`src/gate_consts.vh`:
```
`ifndef GATE_CONSTS_VH
`define GATE_CONSTS_VH
// Timing at a 10 MHz clock (period 100 ns)
`define CLK_PERIOD_NS 100
`define WARN_TIME_MS 5000
`define FLASH_HALF_MS 1000
`define TICK_MS 1
`define TICK_CYCLES ((`TICK_MS * 1000000) / `CLK_PERIOD_NS)
`define TICK_W 14
`define MS_W 13
// State codes
`define ST_IDLE 3'h0
`define ST_WARN_OPEN 3'h1
`define ST_WARN_CLOSE 3'h2
`define ST_OPENING 3'h3
`define ST_CLOSING 3'h4
`endif

```
`src/gate_motion_controller.v`:
```
// What this block does
// - Start ignored while moving the other way
// - Reached limit cuts motors; stop does too except in cord runs
// - Safety bar inhibits closing motor
// - Flash 5 s before and during motion
// - Stop may interrupt motion anytime unless cord-started
// - Enhanced: bar trip reopens gate
// - Multi-gate: pull-cord runs to end unless safety bar trips
// - Multi-gate: local switches also start
// - Remote commands act like local starts
// - Report fully open and fully closed
// - Multi-gate: limit ends, interlock holds
// - Normally-closed safety inputs, open active
`include "gate_consts.vh"
`timescale 1ns/1ps
module gate_motion_controller #(
  parameter TICK_CYCLES = `TICK_CYCLES
) (
  input wire i_clk,
  input wire i_reset,
  input wire i_enhanced,
  input wire i_stop_nc,
  input wire i_open_limit_nc,
  input wire i_closed_limit_nc,
  input wire i_safety_bar_nc,
  input wire i_open_switch,
  input wire i_close_switch,
  input wire i_cord_open,
  input wire i_cord_close,
  input wire i_remote_open_command,
  input wire i_remote_close_command,
  output reg o_motor_open,
  output reg o_motor_close,
  output reg o_warning_light,
  output reg o_remote_gate_open_indication,
  output reg o_remote_gate_closed_indication
);
  wire tick;
  reg [2:0] state_reg;
  reg [2:0] state_next;
  reg [`MS_W-1:0] warn_ms_reg;
  reg [`MS_W-1:0] flash_ms_reg;
  reg flash_reg;
  reg cord_run_reg;
  reg cord_run_next;

  wire stop_act = ~i_stop_nc;
  wire at_open = ~i_open_limit_nc;
  wire at_closed = ~i_closed_limit_nc;
  wire bar_act = ~i_safety_bar_nc;

  wire any_open = i_open_switch | i_cord_open | i_remote_open_command;
  wire any_close = i_close_switch | i_cord_close | i_remote_close_command;
  wire cord_any = i_cord_open | i_cord_close;

  gate_timebase #(
    .TICK_CYCLES(TICK_CYCLES)
  ) timebase_inst (
    .i_clk(i_clk),
    .i_reset(i_reset),
    .o_tick(tick)
  );

  wire warn_done = (warn_ms_reg == `WARN_TIME_MS - 1) & tick;

  always @* begin
    state_next = state_reg;
    cord_run_next = cord_run_reg;
    case (state_reg)
      `ST_IDLE: begin
        cord_run_next = 1'b0;
        if (!stop_act) begin
          if (any_open && !any_close && !at_open) begin
            state_next = `ST_WARN_OPEN;
            cord_run_next = i_cord_open;
          end else if (any_close && !any_open && !at_closed && !bar_act) begin
            state_next = `ST_WARN_CLOSE;
            cord_run_next = i_cord_close;
          end
        end
      end
      `ST_WARN_OPEN: begin
        if (stop_act || at_open)
          state_next = `ST_IDLE;
        else if (warn_done)
          state_next = `ST_OPENING;
      end
      `ST_WARN_CLOSE: begin
        if (stop_act || at_closed)
          state_next = `ST_IDLE;
        else if (bar_act && i_enhanced)
          state_next = `ST_WARN_OPEN;
        else if (bar_act)
          state_next = `ST_IDLE;
        else if (warn_done)
          state_next = `ST_CLOSING;
      end
      `ST_OPENING: begin
        if (at_open || (stop_act && !cord_run_reg))
          state_next = `ST_IDLE;
      end
      `ST_CLOSING: begin
        if (at_closed || bar_act || (stop_act && !cord_run_reg))
          state_next = `ST_IDLE;
        if (bar_act && i_enhanced && !at_open) begin
          state_next = `ST_WARN_OPEN;
          cord_run_next = 1'b0;
        end
      end
      default: state_next = `ST_IDLE;
    endcase
  end

  always @(posedge i_clk) begin
    if (i_reset) begin
      state_reg <= `ST_IDLE;
      cord_run_reg <= 1'b0;
      warn_ms_reg <= 13'h0000;
      flash_ms_reg <= 13'h0000;
      flash_reg <= 1'b0;
      o_motor_open <= 1'b0;
      o_motor_close <= 1'b0;
      o_warning_light <= 1'b0;
      o_remote_gate_open_indication <= 1'b0;
      o_remote_gate_closed_indication <= 1'b0;
    end else begin
      state_reg <= state_next;
      cord_run_reg <= cord_run_next;
      if (state_next != state_reg)
        warn_ms_reg <= 13'h0000;
      else if (tick)
        warn_ms_reg <= warn_ms_reg + 13'h0001;
      if (state_next == `ST_IDLE) begin
        flash_ms_reg <= 13'h0000;
        flash_reg <= 1'b0;
      end else if (state_reg == `ST_IDLE) begin
        flash_ms_reg <= 13'h0000;
        flash_reg <= 1'b1;
      end else if (tick) begin
        if (flash_ms_reg == `FLASH_HALF_MS - 1) begin
          flash_ms_reg <= 13'h0000;
          flash_reg <= ~flash_reg;
        end else begin
          flash_ms_reg <= flash_ms_reg + 13'h0001;
        end
      end
      o_warning_light <= (state_next != `ST_IDLE) &
        ((state_reg == `ST_IDLE) | flash_reg);
      o_motor_open <= (state_next == `ST_OPENING);
      o_motor_close <= (state_next == `ST_CLOSING);
      o_remote_gate_open_indication <= at_open;
      o_remote_gate_closed_indication <= at_closed;
    end
  end
endmodule // gate_motion_controller

```
`src/gate_timebase.v`:
```
`timescale 1ns/1ps
module gate_timebase #(
  parameter TICK_CYCLES = 10000
) (
  input wire i_clk,
  input wire i_reset,
  output reg o_tick
);
  reg [`TICK_W-1:0] count_reg;
  always @(posedge i_clk) begin
    if (i_reset) begin
      count_reg <= 14'h0000;
      o_tick <= 1'b0;
    end else if (count_reg == TICK_CYCLES - 1) begin
      count_reg <= 14'h0000;
      o_tick <= 1'b1;
    end else begin
      count_reg <= count_reg + 14'h0001;
      o_tick <= 1'b0;
    end
  end
endmodule // gate_timebase

```
`config.mk`:
```
export PLATFORM = sky130hd
export DESIGN_NAME = gate_motion_controller
export DESIGN_NICKNAME = d
export VERILOG_FILES = /design/src/gate_motion_controller.v /design/src/gate_timebase.v
export VERILOG_INCLUDE_DIRS = /design/src /design/src/src
export SDC_FILE = /design/constraint.sdc
export NUM_CORES = 1
export LEC_CHECK = 0
export BUFFER_PORTS_ARGS = -buffer_cell sky130_fd_sc_hd__buf_2
export CORE_AREA = 2 2 70 72
export CTS_CLUSTER_DIAMETER = 120
export DETAILED_ROUTE_END_ITERATION = 8
export DIE_AREA = 0 0 72 74
export GPL_TIMING_DRIVEN = 0
export PLACE_DENSITY = 0.73
export SKIP_LAST_GASP = 1
export SLEW_MARGIN = 20
export SYNTH_ARGS = -nofsm -noshare
export SYNTH_HDL_FRONTEND = slang
export SYNTH_HIERARCHICAL = 1
export SYNTH_SLANG_ARGS = --single-unit
```
`constraint.sdc`:
```
create_clock -name i_clk -period 2.72 [get_ports i_clk]
set_input_delay 0.68 -clock i_clk [delete_from_list [all_inputs] [get_ports i_clk]]
set_output_delay 0.68 -clock i_clk [all_outputs]
set_load 0.05 [all_outputs]
```
# [Word-level counts from Yosys, hierarchy flattened]
# Index checks and enable logic that the tools add are counted.
# W data, S select, Z words.
[totals] ff_bits=51 inputBits=13 output_inout_bits=5 word_cells=89
[op_classes] add_sub_neg=3 n_eq_ne=11 mux=23 n_bitwise=12 reduce_logical=28
[ops] op="$mux W3" n=12
[ops] op="$add A13 B1 Y13 const B" n=2
[ops] op="$pmux W3 S5" n=1
[ops] op="$add A14 B1 Y14 const B" n=1
[ops] op="$eq A14 B14 Y1 const B" n=1
[ops] op="$eq A13 B10 Y1 const B" n=1
[ops] op="$eq A13 B13 Y1 const B" n=1
[ops] op="$mux W13" n=1
[ops] op="$eq A3 B2 Y1 const B" n=3
[ops] op="$logic_and A1 B1 Y1" n=8
[ops] op="$mux W1" n=8
[ops] op="$eq A3 B3 Y1 const B" n=2
[ops] op="$logic_not A3 Y1" n=2
[ops] op="$reduce_bool A2 Y1" n=3
[ops] op="$reduce_or A2 Y1" n=3
[ops] op="$logic_or A1 B1 Y1" n=5
[ops] op="$not A1 Y1" n=5
[ops] op="$or A1 B1 Y1" n=5
[ops] op="$reduce_and A2 Y1" n=2
[ops] op="$eq A3 B1 Y1 const B" n=1
[ops] op="$logic_not A1 Y1" n=3
[ops] op="$ne A3 B3 Y1" n=1
[ops] op="$reduce_bool A3 Y1" n=1
[ops] op="$reduce_or A3 Y1" n=1
[ops] op="other kinds (3)" n=4

# [Logic depth before layout (Yosys ltp)]
[logic_depth] word_depth=12 mapped_depth=7 ltp_nobuf=6

# [Modules after synthesis]
# The synthesis kept the hierarchy.
[modules_own_cells] module="gate_motion_controller" instances=1 cells_each=217 area_each_um2=1856.8 seq_area_each_um2=720.7
[modules_own_cells] module="gate_timebase" instances=1 cells_each=70 area_each_um2=629.4 seq_area_each_um2=300.3

# [Worst setup path after synthesis]
# Ideal clock, no wire load.
[synth_path] path_kind="input to register" start="input i_cord_close" end="register warn_ms_reg[11]" setup_ns=0.112 arrival_time_ns=2.152 t_required_ns=2.608 setup_slack_ns=0.456 stages=6 n_path_buf=1 cell_sequence="or3_1 or4_4 a41o_1 buf_4 nand3_1 nor2_1"
[synth_between] elab_chain_cells=11 elab_cells_between_ends=14 classes_between="eq/ne (1); mux (4); bitwise (2); reduce/logical (7)"
[synth_lines] item="start: declaration" line="gate_motion_controller.v:29" source="input wire i_cord_close,"
[synth_lines] item="$or A1 B1 Y1 (*) (2 in a row)" line="gate_motion_controller.v:53" source="wire any_close = i_close_switch | i_cord_close | i_remote_close_command;"
[synth_lines] item="$logic_and A1 B1 Y1 (3 in a row)" line="gate_motion_controller.v:76" source="end else if (any_close && !any_open && !at_closed && !bar_act) begin"
[synth_lines] item="$mux W3" line="gate_motion_controller.v:76"
[synth_lines] item="$mux W3 (*)" line="gate_motion_controller.v:73" source="if (any_open && !any_close && !at_open) begin"
[synth_lines] item="$mux W3 (*)" line="gate_motion_controller.v:72" source="if (!stop_act) begin"
[synth_lines] item="$pmux W3 S5 (*)" line="gate_motion_controller.v:69" source="case (state_reg)"
[synth_lines] item="$ne A3 B3 Y1 (*)" line="gate_motion_controller.v:129" source="if (state_next != state_reg)"
[synth_lines] item="$reduce_or A2 Y1 (no line) (*)"
[synth_lines] item="end signal: assignment" line="gate_motion_controller.v:132" source="warn_ms_reg <= warn_ms_reg + 13'h0001;"
[synth_lines] item="end: declaration" line="gate_motion_controller.v:41" source="reg [`MS_W-1:0] warn_ms_reg;"
# Mark *: on every way between the ends. The rest lies on a longest branch, timed or not.
# A chain may end at the register's enable or synchronous reset.

# [Worst setup path in the final report]
# Same ends and word-level chain as after synthesis.

==> out/results.tsv <==
stage	metric	value	unit
status	status	completed	
critical_path	Critical path buffers and inverters	2	
routing	DRT Pass-1 Iters	4	
floorplan	Die ar.	5330	um^2
routing	Antenna Violating Nets Remaining	0	
placement	post-DP HPWL	3.31	mm
critical_path	Setup crit start	i_cord_close	
critical_path	Reg2Reg Launch Point	warn_ms_reg[4]	
floorplan	die extent in y	74	um
critical_path	crit start category	primary input	
critical_path	FF-to-FF End	warn_ms_reg[1]	
critical_path	Worst Path Required	2.92	ns
clock_network	post-cts resize count	0	
synth	ys async rst share	0	
placement	GP Congestion	0.823	
placement	post-place instance area	2640	um^2
timing	fin crit share	0.799	
timing	Worst-Margin Slew	0.538	ns
floorplan	Rows	25	
critical_path	Crit path depth	7	
synth	Synth Flop Type	dfxtp_1	
synth	syn_nets	303	
synth	Netlist cell types	50	
routing	Routed WL	4.55	mm
placement	PortBufs	17	
routing	drt drc	0	
critical_path	crit path capture type	flop	
routing	via count	2011	
clock_network	CTS tree	done	
cells_and_area	Final nets	327	
timing	final hold violations	0	
floorplan	Die X	72	um
synth	count leader, synth	dfxtp_1	
timing	Final Setup Violations	0	
synth	warnings from Yosys	6	
synth	most common library cells after synthesis	51 x dfxtp_1, 48 x nor2_1, 31 x nand3_1	
clock_network	hold buffer count at cts	0	
floorplan	core area	4600	um^2
grt	gr usage total	0.192	
synth	Synth Cell Area	2490	um^2
clock_network	Worst-Skew Late Latency	0.30	ns
timing	sum of negative setup slack	0	ns
synth	Synth Instances	287	
floorplan	IO Count	18	
grt	gr ovfl total	0	
timing	Worst Skew	0.00507	ns
timing	Peak Freq	460	MHz
synth	Yosys top cell by area	dfxtp_1	
cells_and_area	Area Growth Syn to Fin	11.0	%
synth	sequential cell area fraction in the yosys report	0.411	
cells_and_area	diodes inserted	0	
cells_and_area	cell area after layout	2760	um^2
clock_network	clock buffer count from CTS	5	
floorplan	Starting Density	0.541	
clock_network	clk slew on worst S/H paths	0.09	ns
synth	syn avg cell area	8.66	um^2
synth	FF+latch count, synth	51	
hold_path	worst hold-check path type	reg2reg	
synth	Synth area leaders	dfxtp_1 41%, nor2_1 7.2%, xnor2_1 7.0%, nand3_1 6.2%, xor2_1 4.9%	
timing	RSZ-0062 raised after global routing	false	
run	Max Cap Violations	0	
grt	vias in the first global route	1909	
cells_and_area	max FFs per register	14	
critical_path	Setup crit end	warn_ms_reg[11]	
critical_path	Critical Path Fanout Max	10	
routing	Initial DRC Count	96	
clock_network	Longest Clk Path Bufs	2	
clock_network	H-tree Lvls	2	
clock_network	Clock Sinks	51	
critical_path	Reg2Reg Setup Slack	0.56	ns
clock_network	Root Driver	clkbuf_8	
timing	Period minus WS final	2.17	ns
routing	via/cell ratio	5.49	
grt	largest net degree at the start of global routing	17	
critical_path	Slowest cell on crit path	or4_4	
timing	Slew HR	0.642	
grt	initial antenna violation count	0	
power	PD cells	493	nW/um^2
grt	first-pass GRT wire length	8.29	mm
critical_path	crit-path leading delay family	simple AND/OR/NAND/NOR gates	
power	Final Power	1360	uW
synth	number of synthesized flops with an enable pin	0	
timing	minimum hold slack	0.474	ns
cells_and_area	fraction of layout cells with a size suffix above 1	0.151	
critical_path	Worst Reg-to-Reg Cells	6	
power	Max rail drop VDD	0.400	mV
routing	WL/cell	12.4	um
critical_path	slowest cell delay on critical path	0.57	ns
critical_path	Worst Path Arrival	2.37	ns
hold_path	min-delay src	timebase_inst/count_reg[0]	
critical_path	crit path cell chain	buf_2 -> or3_1 -> or4_4 -> a41o_1 -> buf_4 -> nand3_1 -> nor2_1	
clock_network	Post-CTS Setup Inserts	0	
synth	post-synth top area share	0.411	
timing	Final Max Slew Viols	0	
power	leakage	0.00103	uW
critical_path	critical path type	in2reg	
-- logic make-up after synthesis --
group                      Yosys count  synth area share
and+or+nand+nor                    162             0.355
DFF                                 51             0.411
xor gates and xnor gates            34             0.120
AOI/OAI and AO/OA                   19            0.0513
buffers and inverters               15            0.0337
muxes                                3            0.0141
adders and majority gates            3            0.0151
-- metrics by stage --
stage	instances	setup slack, ns	utilization
floorplan	287	0.456	-
global route	366	0.446	0.600
global placement	358	0.247	0.574
CTS	366	0.552	0.600
finish	366	0.547	0.600
detailed placement	358	0.235	0.574
-- power by group --
group	total (uW)	internal, uW	switching, uW
logic	55.3	21.8	33.5
registers	757	752	4.55
clock network	549	303	246
-- worst register-to-register path: stages (launching register included) --
cell      delay [ns]
dfxtp_1         0.39
or4b_4          0.57
nor4_4          0.40
a221oi_1        0.22
clkbuf_1        0.28
nand3_1         0.15
nor2_1          0.05
-- area by class of cell --
class,count,area [um^2]
well taps,54,67.6
plain buffers,10,65.1
clock buffers,6,82.6
flip-flops and latches,51,1020
multi-input cells,221,1380
repair buffers,17,85.1
inverters,5,18.8
clock inverters,2,38.8
fillers,412,1840
-- per-layer routing --
layer  routed length (um)  up-vias  GRT usage
met1                 2160      931      0.232
met4                   45        0     0.0524
met5                    0        -          0
met2                 2220       26      0.350
met3                  121        4     0.0407
li1                     -     1050          -
-- worst min-delay path by stage --
| stage | endpoint | slack [ns] | cells after the start |
|---|---|---|---|
| after global placement | timebase_inst/count_reg[0] | 0.44 | 1 |
| final | timebase_inst/count_reg[0] | 0.47 | 1 |
| after global routing | timebase_inst/count_reg[0] | 0.50 | 1 |
| after detailed placement | timebase_inst/count_reg[0] | 0.46 | 1 |
| after CTS | timebase_inst/count_reg[0] | 0.48 | 1 |
| after floorplan | timebase_inst/count_reg[0] | 0.43 | 1 |
-- cells in the final DEF (no fill, tap or decap), types with 2 or more instances in the layout --
cell type / n
a211oi_1: 2
a21oi_1: 6
a31oi_1: 4
and2_1: 2
and3_1: 3
and3b_1: 2
buf_2: 17
buf_6: 3
clkbuf_1: 4
clkbuf_8: 6
dfxtp_1: 51
ha_1: 3
inv_1: 5
nand2_1: 19
nand3_1: 31
nand4_1: 14
nor2_1: 48
nor2b_1: 5
nor3_1: 12
nor3_2: 2
o21ai_0: 2
or3_1: 4
or4_1: 3
or4_4: 2
xnor2_1: 20
xor2_1: 14
Power figures use the tool's default switching activity.
